--- src/hw/wit_pkg.sv ---
// Constants shared by the watchdog interval timer
package wit_pkg;
  localparam logic [7:0]  WRITE_KEY        = 8'h5a;
  localparam logic [7:0]  READ_KEY         = 8'h69;
  localparam logic [1:0]  ADDR_CTRL        = 2'h0;
  localparam logic [1:0]  ADDR_ENABLE      = 2'h1;
  localparam logic [1:0]  ADDR_FLAG        = 2'h2;
  localparam logic [1:0]  ADDR_STATUS      = 2'h3;
  localparam int          BIT_HOLD         = 7;
  localparam int          BIT_NMI_EDGE     = 6;
  localparam int          BIT_NMI_SEL      = 5;
  localparam int          BIT_MODE         = 4;
  localparam int          BIT_CLEAR        = 3;
  localparam int          BIT_CLK_SEL      = 2;
  localparam int          BIT_TIRQ         = 0;
  localparam logic [7:0]  CTRL_RESET       = 8'h00;
  localparam logic [15:0] CNT_ZERO         = 16'h0000;
  localparam int          TAP_32768        = 14;
  localparam int          TAP_8192         = 12;
  localparam int          TAP_512          = 8;
  localparam int          TAP_64           = 5;
  localparam int          RESET_PULSE_CYC  = 4;
endpackage : wit_pkg

--- src/hw/wit_top.sv ---
// Watchdog and interval timer top with register port and reset/interrupt outputs
// What this block does
// Control writes must carry key 5Ah in the upper byte, word access only.
// Control write with wrong key raises a power-up-clear reset in any mode.
// Control word reads return 69h in the upper byte.
// Counter is a hidden 16-bit up-counter steered by control fields.
// Count clock is auxiliary or sub-main, chosen by the select bit.
// After power-up clear, watchdog mode counts 32768 oscillator clock cycles.
// Watchdog mode expiry raises a power-up-clear reset.
// Power-up clear restores defaults and sets reset/NMI pin to reset function.
// Mode bit set selects interval mode, clear selects watchdog mode.
// Interval expiry sets the flag, no reset, enable unchanged.
// Interval interrupt requested only when flag, enable and global enable set.
// Interval flag clears on service or by software.
// Interval interrupt vector differs from the watchdog reset vector.
// Flag at bit 0 of flag register one, enable at bit 0 of enable register.
// Watchdog reset by timeout or key violation sets the flag, kept for software.
// Watchdog mode keeps requesting the selected count clock.
// In watchdog mode a failed count clock falls back to main clock.
// Interval mode has no clock request and no fail-safe switch.
// Hold bit stops the counter and keeps its value.
// Software should change interval with clear, and halt before clock change.
// Count clock should not run faster than the main clock.
// Interval codes 00..11 give 32768, 8192, 512, 64 count clocks.
// Writing clear zeroes the counter; the bit always reads back zero.
// Of the two resets only power-on reset clears the flag; it survives power-up clear.
// Expiry is a one-cycle event on tap falling edge; counting continues.
`timescale 1ns/1ps
`default_nettype none
module wit_top (
  input  wire logic        clk_sys,
  input  wire logic        resetn,
  input  wire logic        puc_n,
  input  wire logic [1:0]  reg_addr,
  input  wire logic [15:0] reg_wdata,
  input  wire logic        reg_write,
  input  wire logic        reg_read,
  output logic      [15:0] reg_rdata,
  input  wire logic        aux_clock,
  input  wire logic        sub_main_clock,
  input  wire logic        oscillator_clock,
  input  wire logic        main_clock,
  input  wire logic        aux_clock_fail,
  input  wire logic        sub_main_clock_fail,
  input  wire logic        global_irq_enable,
  input  wire logic        irq_serviced,
  output logic             power_up_clear_req,
  output logic             timer_irq_req,
  output logic             reset_vector_sel,
  output logic             nmi_pin_function,
  output logic             nmi_edge_falling,
  output logic             aux_clock_request,
  output logic             sub_main_clock_request
);
  // resetn is power-on reset; puc_n is the system power-up clear loop-back
  logic [7:0] ctrl_ff;
  logic       cfg_done_ff;
  logic       timer_irq_flag_ff;
  logic       timer_irq_enable_ff;
  logic       puc_pend_ff;
  logic [2:0] puc_cnt_ff;
  logic       key_bad;
  logic       ctrl_wr;
  logic       clear_now;
  logic       mode_irq;
  logic       sel_clk;
  logic       fail;
  logic       use_clk;
  logic       tick;
  logic       expire;
  logic       wd_event;
  logic       soft_rst_n;

  assign soft_rst_n = resetn & puc_n;
  assign ctrl_wr    = reg_write && (reg_addr == wit_pkg::ADDR_CTRL);
  assign key_bad    = ctrl_wr && (reg_wdata[15:8] != wit_pkg::WRITE_KEY);
  assign clear_now  = ctrl_wr && !key_bad && reg_wdata[wit_pkg::BIT_CLEAR];
  assign mode_irq   = ctrl_ff[wit_pkg::BIT_MODE];

  // Control word; counter-clear bit is never stored
  always_ff @(posedge clk_sys) begin
    if (!soft_rst_n) begin
      ctrl_ff     <= wit_pkg::CTRL_RESET;
      cfg_done_ff <= 1'b0;
    end else if (ctrl_wr && !key_bad) begin
      ctrl_ff     <= reg_wdata[7:0] & ~(8'h01 << wit_pkg::BIT_CLEAR);
      cfg_done_ff <= 1'b1;
    end
  end

  // Until first good write the oscillator clock drives the count
  assign sel_clk = ctrl_ff[wit_pkg::BIT_CLK_SEL] ? aux_clock : sub_main_clock;
  assign fail    = ctrl_ff[wit_pkg::BIT_CLK_SEL] ? aux_clock_fail : sub_main_clock_fail;
  always_comb begin
    if (!cfg_done_ff) begin
      use_clk = oscillator_clock;
    end else if (!mode_irq && fail) begin
      use_clk = main_clock;
    end else begin
      use_clk = sel_clk;
    end
  end

  wit_clk_edge u_edge (
    .clk_sys    (clk_sys),
    .resetn     (soft_rst_n),
    .level_in   (use_clk),
    .rise_pulse (tick)
  );

  wit_counter u_cnt (
    .clk_sys         (clk_sys),
    .resetn          (soft_rst_n),
    .tick            (tick),
    .hold            (ctrl_ff[wit_pkg::BIT_HOLD]),
    .clear           (clear_now),
    .interval_select (ctrl_ff[1:0]),
    .expire_pulse    (expire)
  );

  assign wd_event = key_bad || (expire && !mode_irq);

  // Flag survives power-up clear; set wins over software and service clears, power-on reset wins over set
  always_ff @(posedge clk_sys) begin
    if (!resetn) begin
      timer_irq_flag_ff <= 1'b0;
    end else if (wd_event || (expire && mode_irq)) begin
      timer_irq_flag_ff <= 1'b1;
    end else if (reg_write && reg_addr == wit_pkg::ADDR_FLAG && !reg_wdata[wit_pkg::BIT_TIRQ]) begin
      timer_irq_flag_ff <= 1'b0;
    end else if (irq_serviced && mode_irq) begin
      timer_irq_flag_ff <= 1'b0;
    end
  end

  always_ff @(posedge clk_sys) begin
    if (!soft_rst_n) begin
      timer_irq_enable_ff <= 1'b0;
    end else if (reg_write && reg_addr == wit_pkg::ADDR_ENABLE) begin
      timer_irq_enable_ff <= reg_wdata[wit_pkg::BIT_TIRQ];
    end
  end

  // Stretched reset request so the system sees it for several cycles
  always_ff @(posedge clk_sys) begin
    if (!resetn) begin
      puc_pend_ff <= 1'b0;
      puc_cnt_ff  <= 3'h0;
    end else if (wd_event) begin
      puc_pend_ff <= 1'b1;
      puc_cnt_ff  <= 3'(wit_pkg::RESET_PULSE_CYC - 1);
    end else if (puc_cnt_ff != 3'h0) begin
      puc_cnt_ff  <= puc_cnt_ff - 3'h1;
    end else begin
      puc_pend_ff <= 1'b0;
    end
  end

  always_ff @(posedge clk_sys) begin
    if (!resetn) begin
      power_up_clear_req     <= 1'b0;
      timer_irq_req          <= 1'b0;
      reset_vector_sel       <= 1'b0;
      nmi_pin_function       <= 1'b0;
      nmi_edge_falling       <= 1'b0;
      aux_clock_request      <= 1'b0;
      sub_main_clock_request <= 1'b0;
    end else begin
      power_up_clear_req     <= puc_pend_ff || wd_event;
      timer_irq_req          <= mode_irq && timer_irq_flag_ff && timer_irq_enable_ff && global_irq_enable;
      reset_vector_sel       <= !mode_irq && timer_irq_flag_ff;
      nmi_pin_function       <= ctrl_ff[wit_pkg::BIT_NMI_SEL];
      nmi_edge_falling       <= ctrl_ff[wit_pkg::BIT_NMI_EDGE];
      aux_clock_request      <= !mode_irq && ctrl_ff[wit_pkg::BIT_CLK_SEL];
      sub_main_clock_request <= !mode_irq && !ctrl_ff[wit_pkg::BIT_CLK_SEL];
    end
  end

  always_ff @(posedge clk_sys) begin
    if (!resetn) begin
      reg_rdata <= 16'h0000;
    end else if (reg_read) begin
      if (reg_addr == wit_pkg::ADDR_CTRL) begin
        reg_rdata <= {wit_pkg::READ_KEY, ctrl_ff};
      end else if (reg_addr == wit_pkg::ADDR_ENABLE) begin
        reg_rdata <= {15'h0000, timer_irq_enable_ff};
      end else if (reg_addr == wit_pkg::ADDR_FLAG) begin
        reg_rdata <= {15'h0000, timer_irq_flag_ff};
      end else begin
        reg_rdata <= {13'h0000, fail, mode_irq, puc_pend_ff};
      end
    end else begin
      reg_rdata <= 16'h0000;
    end
  end

  a_key_reset: assert property (@(posedge clk_sys) disable iff (!resetn)
    key_bad |=> power_up_clear_req [*4]) else $error("bad key gave no reset");
  a_read_key: assert property (@(posedge clk_sys) disable iff (!resetn)
    reg_read && reg_addr == wit_pkg::ADDR_CTRL |=> reg_rdata[15:8] == 8'h69) else $error("read key wrong");
  a_wd_flag: assert property (@(posedge clk_sys) disable iff (!resetn)
    wd_event |=> timer_irq_flag_ff) else $error("flag not set on watchdog reset");
  a_irq_gate: assert property (@(posedge clk_sys) disable iff (!resetn)
    timer_irq_req |-> $past(timer_irq_enable_ff) && $past(global_irq_enable)) else $error("irq without enables");
  a_no_puc_int: assert property (@(posedge clk_sys) disable iff (!resetn)
    expire && mode_irq && !key_bad |=> !power_up_clear_req || $past(puc_pend_ff)) else $error("reset in interval mode");
  a_clk_req: assert property (@(posedge clk_sys) disable iff (!resetn)
    mode_irq |=> !aux_clock_request && !sub_main_clock_request) else $error("clock kept in interval mode");
  a_clear_read: assert property (@(posedge clk_sys) disable iff (!resetn)
    reg_read && reg_addr == wit_pkg::ADDR_CTRL |=> !reg_rdata[3]) else $error("clear bit read as one");
  a_wd_expiry: assert property (@(posedge clk_sys) disable iff (!resetn)
    expire && !mode_irq |=> power_up_clear_req) else $error("watchdog expiry gave no reset");
  a_flag_kept: assert property (@(posedge clk_sys) disable iff (!resetn)
    !puc_n && timer_irq_flag_ff && !reg_write && !irq_serviced |=> timer_irq_flag_ff)
    else $error("flag lost in power-up clear");
  a_vec_sel: assert property (@(posedge clk_sys) disable iff (!resetn)
    !mode_irq && timer_irq_flag_ff |=> reset_vector_sel) else $error("reset vector not selected");
  a_clk_keep: assert property (@(posedge clk_sys) disable iff (!resetn)
    !mode_irq |=> aux_clock_request || sub_main_clock_request) else $error("count clock not kept");
endmodule : wit_top
`default_nettype wire

--- src/hw/wit_clk_edge.sv ---
// Rising-edge detector for a count clock sampled as a level
`timescale 1ns/1ps
`default_nettype none
module wit_clk_edge (
  input  wire logic clk_sys,
  input  wire logic resetn,
  input  wire logic level_in,
  output logic      rise_pulse
);
  logic prev_ff;
  always_ff @(posedge clk_sys) begin
    if (!resetn) begin
      prev_ff <= 1'b0;
    end else begin
      prev_ff <= level_in;
    end
  end
  assign rise_pulse = level_in & ~prev_ff;
endmodule : wit_clk_edge
`default_nettype wire

--- src/hw/wit_counter.sv ---
// Sixteen-bit up-counter with clear, hold and tap falling-edge detect
`timescale 1ns/1ps
`default_nettype none
module wit_counter (
  input  wire logic       clk_sys,
  input  wire logic       resetn,
  input  wire logic       tick,
  input  wire logic       hold,
  input  wire logic       clear,
  input  wire logic [1:0] interval_select,
  output logic            expire_pulse
);
  logic [15:0] cnt_ff;
  logic [15:0] nxt_cnt;
  logic        tap_now;
  logic        tap_nxt;
  always_comb begin
    nxt_cnt = cnt_ff;
    if (clear) begin
      nxt_cnt = wit_pkg::CNT_ZERO;
    end else if (tick && !hold) begin
      nxt_cnt = cnt_ff + 16'h0001;
    end
  end
  always_ff @(posedge clk_sys) begin
    if (!resetn) begin
      cnt_ff <= wit_pkg::CNT_ZERO;
    end else begin
      cnt_ff <= nxt_cnt;
    end
  end

  always_comb begin
    case (interval_select)
      2'h0:    begin tap_now = cnt_ff[wit_pkg::TAP_32768]; tap_nxt = nxt_cnt[wit_pkg::TAP_32768]; end
      2'h1:    begin tap_now = cnt_ff[wit_pkg::TAP_8192];  tap_nxt = nxt_cnt[wit_pkg::TAP_8192]; end
      2'h2:    begin tap_now = cnt_ff[wit_pkg::TAP_512];   tap_nxt = nxt_cnt[wit_pkg::TAP_512]; end
      default: begin tap_now = cnt_ff[wit_pkg::TAP_64];    tap_nxt = nxt_cnt[wit_pkg::TAP_64]; end
    endcase
  end
  // Falling edge of the tap bit marks a full interval from zero
  assign expire_pulse = tick && !hold && !clear && tap_now && !tap_nxt;

  a_hold_keeps: assert property (@(posedge clk_sys) disable iff (!resetn)
    hold && !clear |=> cnt_ff == $past(cnt_ff)) else $error("counter moved while held");
  a_clear_zero: assert property (@(posedge clk_sys) disable iff (!resetn)
    clear |=> cnt_ff == wit_pkg::CNT_ZERO) else $error("counter not zeroed by clear");
endmodule : wit_counter
`default_nettype wire

--- config.mk ---
export PLATFORM = sky130hd
export DESIGN_NAME = wit_top
export DESIGN_NICKNAME = d
export VERILOG_FILES = /design/src/hw/wit_pkg.sv /design/src/hw/wit_top.sv /design/src/hw/wit_clk_edge.sv /design/src/hw/wit_counter.sv
export SDC_FILE = /design/constraint.sdc
export NUM_CORES = 1
export LEC_CHECK = 0
export ABC_AREA = 1
export BUFFER_PORTS_ARGS = -buffer_cell sky130_fd_sc_hd__buf_4
export CORE_MARGIN = 3
export CORE_UTILIZATION = 53
export CTS_BUF_LIST = sky130_fd_sc_hd__clkbuf_4 sky130_fd_sc_hd__clkbuf_8 sky130_fd_sc_hd__clkbuf_16
export DETAILED_ROUTE_END_ITERATION = 8
export PLACE_DENSITY = 0.79
export SLEW_MARGIN = 0
export SYNTH_ARGS = -nofsm -noshare
export SYNTH_HDL_FRONTEND = slang
export SYNTH_SLANG_ARGS = --single-unit
--- constraint.sdc ---
create_clock -name clk_sys -period 2.3 [get_ports clk_sys]
set_clock_uncertainty 0.15 [all_clocks]
set_input_delay 0.575 -clock clk_sys [delete_from_list [all_inputs] [get_ports clk_sys]]
set_output_delay 0.575 -clock clk_sys [all_outputs]
set_load 0.01 [all_outputs]
==> impl_metrics.csv <==
group,metric,value,unit
routing,drtIter0Drc,136,
min_path,min_path_type,"flop to flop",
clock_network,insertion_delay,0.29,ns
yosys,synth-xor-area-share,0.00396,
yosys,synthFlopType,"dfxtp_1",
yosys,syn_inst,303,
yosys,yosys.area_share.adder,0.0170,
finish,fin_util,0.716,
yosys,synth_top_area_frac,0.407,
floorplan,die_area,0.00498,mm²
finish,seqCellArea,901,µm²
clock_network,postCtsSetupRepairBufs,0,
timing,fmax,482,MHz
worst_setup_path,r2r_setup_slack,0.22,ns
worst_setup_path,worstPathArrival,2.17,ns
global_route,grt_use_met3,0.0554,
place,place_ws,-0.0265,ns
min_path,min_path_cells,2,
routing,vias,2115,
yosys,synth_seq_area_share,0.407,
run,maxCapViolations,0,
place,dp.final_hpwl,3900,µm
timing,finalHoldViolCount,0,
floorplan,rows,22,
place,gp_congestion,0.898,
timing,rsz0062_at_grt,"no",
finish,antenna_cells,0,
yosys,yosys.area_share.simple,0.326,
clock_network,clock-root-buffer,"clkbuf_8",
worst_setup_path,r2r_end,"puc_pend_ff$_SDFFE_PN0P_",
outcome,status,"completed",
clock_network,clockBufferDepth,2,
worst_setup_path,critPathBufInv,1,
worst_setup_path,start_kind,"flop",
worst_setup_path,path_cells,"ha_1, nand3_1, inv_1, nand3_1, nand2_1, nand4_1, nand4_1, nand2_1, nor2_1, nand3_2, nand2_1, o21ai_2, nor2_2",
pwr,ir_worst_vdd,0.482,mV
timing,fin_crit,2.08,ns
floorplan,die_w,70.6,µm
routing,detail-route-antenna-nets,0,
routing,drt_pass1_iterations,4,
worst_setup_path,worstSetupPathType,"flop to flop",
global_route,grt_pass1_vias,1859,
yosys,synth.area.top_cells,"dfxtp_1 (41%), inv_1 (8.3%), nand2_1 (8.3%), nor2_1 (7.0%), a21oi_1 (4.1%)",
routing,vias_per_cell,5.20,
yosys,yosys_warnings,0,
worst_setup_path,crit_top_cell,"nand2_1",
global_route,met1_usage,0.273,
yosys,synth_top_family_by_area,"simple AND/OR/NAND/NOR gates",
worst_setup_path,cp_max_fo,4,
clock_network,cts_num_sinks,45,
worst_setup_path,critPathTopFamily,"simple AND/OR/NAND/NOR gates",
clock_network,numCtsBuffers,5,
yosys,synth_compound_area_frac,0.119,
yosys,avgSynthCellArea,7.30,µm²
worst_setup_path,required,2.39,ns
yosys,synth_top_area_cell,"dfxtp_1",
yosys,ys_types,40,
worst_setup_path,slowest_stage,"dfxtp_1",
floorplan,num_io_pins,54,
worst_setup_path,critical_path.max_stage_delay,0.36,ns
clock_network,cts_resized,0,
yosys,synth-seq-cells,45,
yosys,synth_mux_area_frac,0,
pwr,p_leak,1.24,nW
global_route,antenna_found_initial,0,
clock_network,cts-htree-levels,2,
timing,setup_violations,0,
worst_setup_path,r2r_start,"u_cnt.cnt_ff[1]$_SDFFE_PP0N_",
yosys,async_flop_share,0,
clock_network,cts-hold-fix-buffers,0,
finish,drive_gt1_frac,0.234,
global_route,grtUsageTotal,0.203,
floorplan,coreArea,0.00383,mm²
global_route,grt_pass1_wl,8270,µm
yosys,synth-edff-count,0,
timing,slew_viol_final,0,
finish,final_nets,392,
min_path,hold_start,"ctrl_ff[6]$_SDFFE_PN0N_",
routing,drc,0,
min_path,hold_end,"nmi_edge_falling$_SDFF_PN0_",
global_route,grt_busiest_layer,"met2",
pwr,power_density,629,mW/mm²
yosys,synth_area,0.00221,mm²
finish,fillers,321,
floorplan,dieHeight,70.6,µm
routing,routedWlPerCell,12.4,µm
global_route,grt_overflow,0,
clock_network,cts_tree,"built",
floorplan,initial_core_util,0.578,
global_route,met2_usage,0.327,
routing,wl,5030,µm
timing,layout_setup_ws,0.224,ns
clock_network,cts.clk_slew.worst_paths,0.08,ns
worst_setup_path,crit_path_start,"u_cnt.cnt_ff[1]$_SDFFE_PP0N_",
global_route,grt_max_degree,15,
place,port_buffers,48,
finish,area_delta_synth_final,24.0,%
worst_setup_path,rr_worst_depth,13,
worst_setup_path,crit_path_end_kind,"flop",
timing,period_share,0.903,
finish,multi_input_area,0.00105,mm²
area by class of cell:
class / count / share of cell area
tap: 48 / 0.0219
clock inverter: 1 / 0.0110
timing repair buffer: 56 / 0.153
multi-input combinational: 199 / 0.382
sequential: 45 / 0.329
clock buffer: 7 / 0.0329
inverter: 51 / 0.0698
flip-flops by register name, indices dropped and copies added, names as in the netlist, 3 cells and up:
name	count
ctrl_ff	7
puc_cnt_ff	3
reg_rdata	8
u_cnt.cnt_ff	15
kinds of logic (layout without fill, tap and decap cells):
logic type | count (synthesis) | in the layout
and+or+nand+nor | 145 | 145
xor gates and xnor gates | 1 | 1
DFF | 45 | 45
other | 1 | 5
buffers and inverters | 63 | 115
adders and majority gates | 3 | 3
AOI/OAI and AO/OA | 45 | 45
placed cells by master (no fill, tap or decap), types with 2 or more instances in the layout:
master    Yosys  layout
a21oi_1      18      18
a221oi_1      2       2
buf_4         8      56
clkbuf_8      0       6
conb_1        1       5
dfxtp_1      45      45
ha_1          3       3
inv_1        49      49
inv_2         2       2
nand2_1      49      49
nand2_2       3       3
nand3_1      14      14
nand3_2       4       4
nand3_4       2       2
nand4_1      11      11
nor2_1       41      41
nor2_2        3       3
nor2_4        2       2
nor3_1        7       7
nor3b_1       2       2
o21a_1        2       2
o21ai_0      12      12
o22ai_1       4       4
power by group:
part	switching, W	internal, W
clock network	0.000259	0.000366
logic	0.000151	0.000118
registers	0.0000195	0.000812
per-layer routing:
layer  up-vias  part of all wire
li1       1074                 -
met1       947              0.45
met2        87              0.45
met3         7             0.089
met4         0            0.0095
met5         -                 0
worst max path at each step:
stage	end	depth (start not counted)	slack, ns
2_1_floorplan	puc_pend_ff$_SDFFE_PN0P_	13	0.30
3_3_place_gp	puc_pend_ff$_SDFFE_PN0P_	11	0.006
3_5_place_dp	puc_pend_ff$_SDFFE_PN0P_	13	-0.03
4_1_cts	power_up_clear_req$_SDFF_PN0_	14	0.22
5_1_grt	puc_pend_ff$_SDFFE_PN0P_	13	0.02
6_report	puc_pend_ff$_SDFFE_PN0P_	13	0.22
Yosys cell counts (3+ instances only):
library cell  count
inv_1            49
nand2_1          49
dfxtp_1          45
nor2_1           41
a21oi_1          18
nand3_1          14
o21ai_0          12
nand4_1          11
buf_4             8
nor3_1            7
nand3_2           4
o22ai_1           4
ha_1              3
nand2_2           3
nor2_2            3
through the flow:
stage | hold WS [ns] | power (W) | cell area, µm² | TNS (ns) | instances
after floorplan | 0.257 | 0.00102 | 2230 | 0 | 307
after global placement | 0.264 | 0.00111 | 2620 | 0 | 399
after detailed placement | 0.272 | 0.00111 | 2620 | -0.0438 | 399
after CTS | 0.282 | 0.00173 | 2740 | 0 | 407
after global routing | 0.314 | 0.00181 | 2740 | 0 | 407
final | 0.283 | 0.00172 | 2740 | 0 | 407
tightest hold or removal path, stage by stage, from the launching register on:
cell and delay (ns):
dfxtp_1 0.32, nand2_1 0.05, inv_1 0.03
No activity file was read; power rests on OpenSTA's default activity.
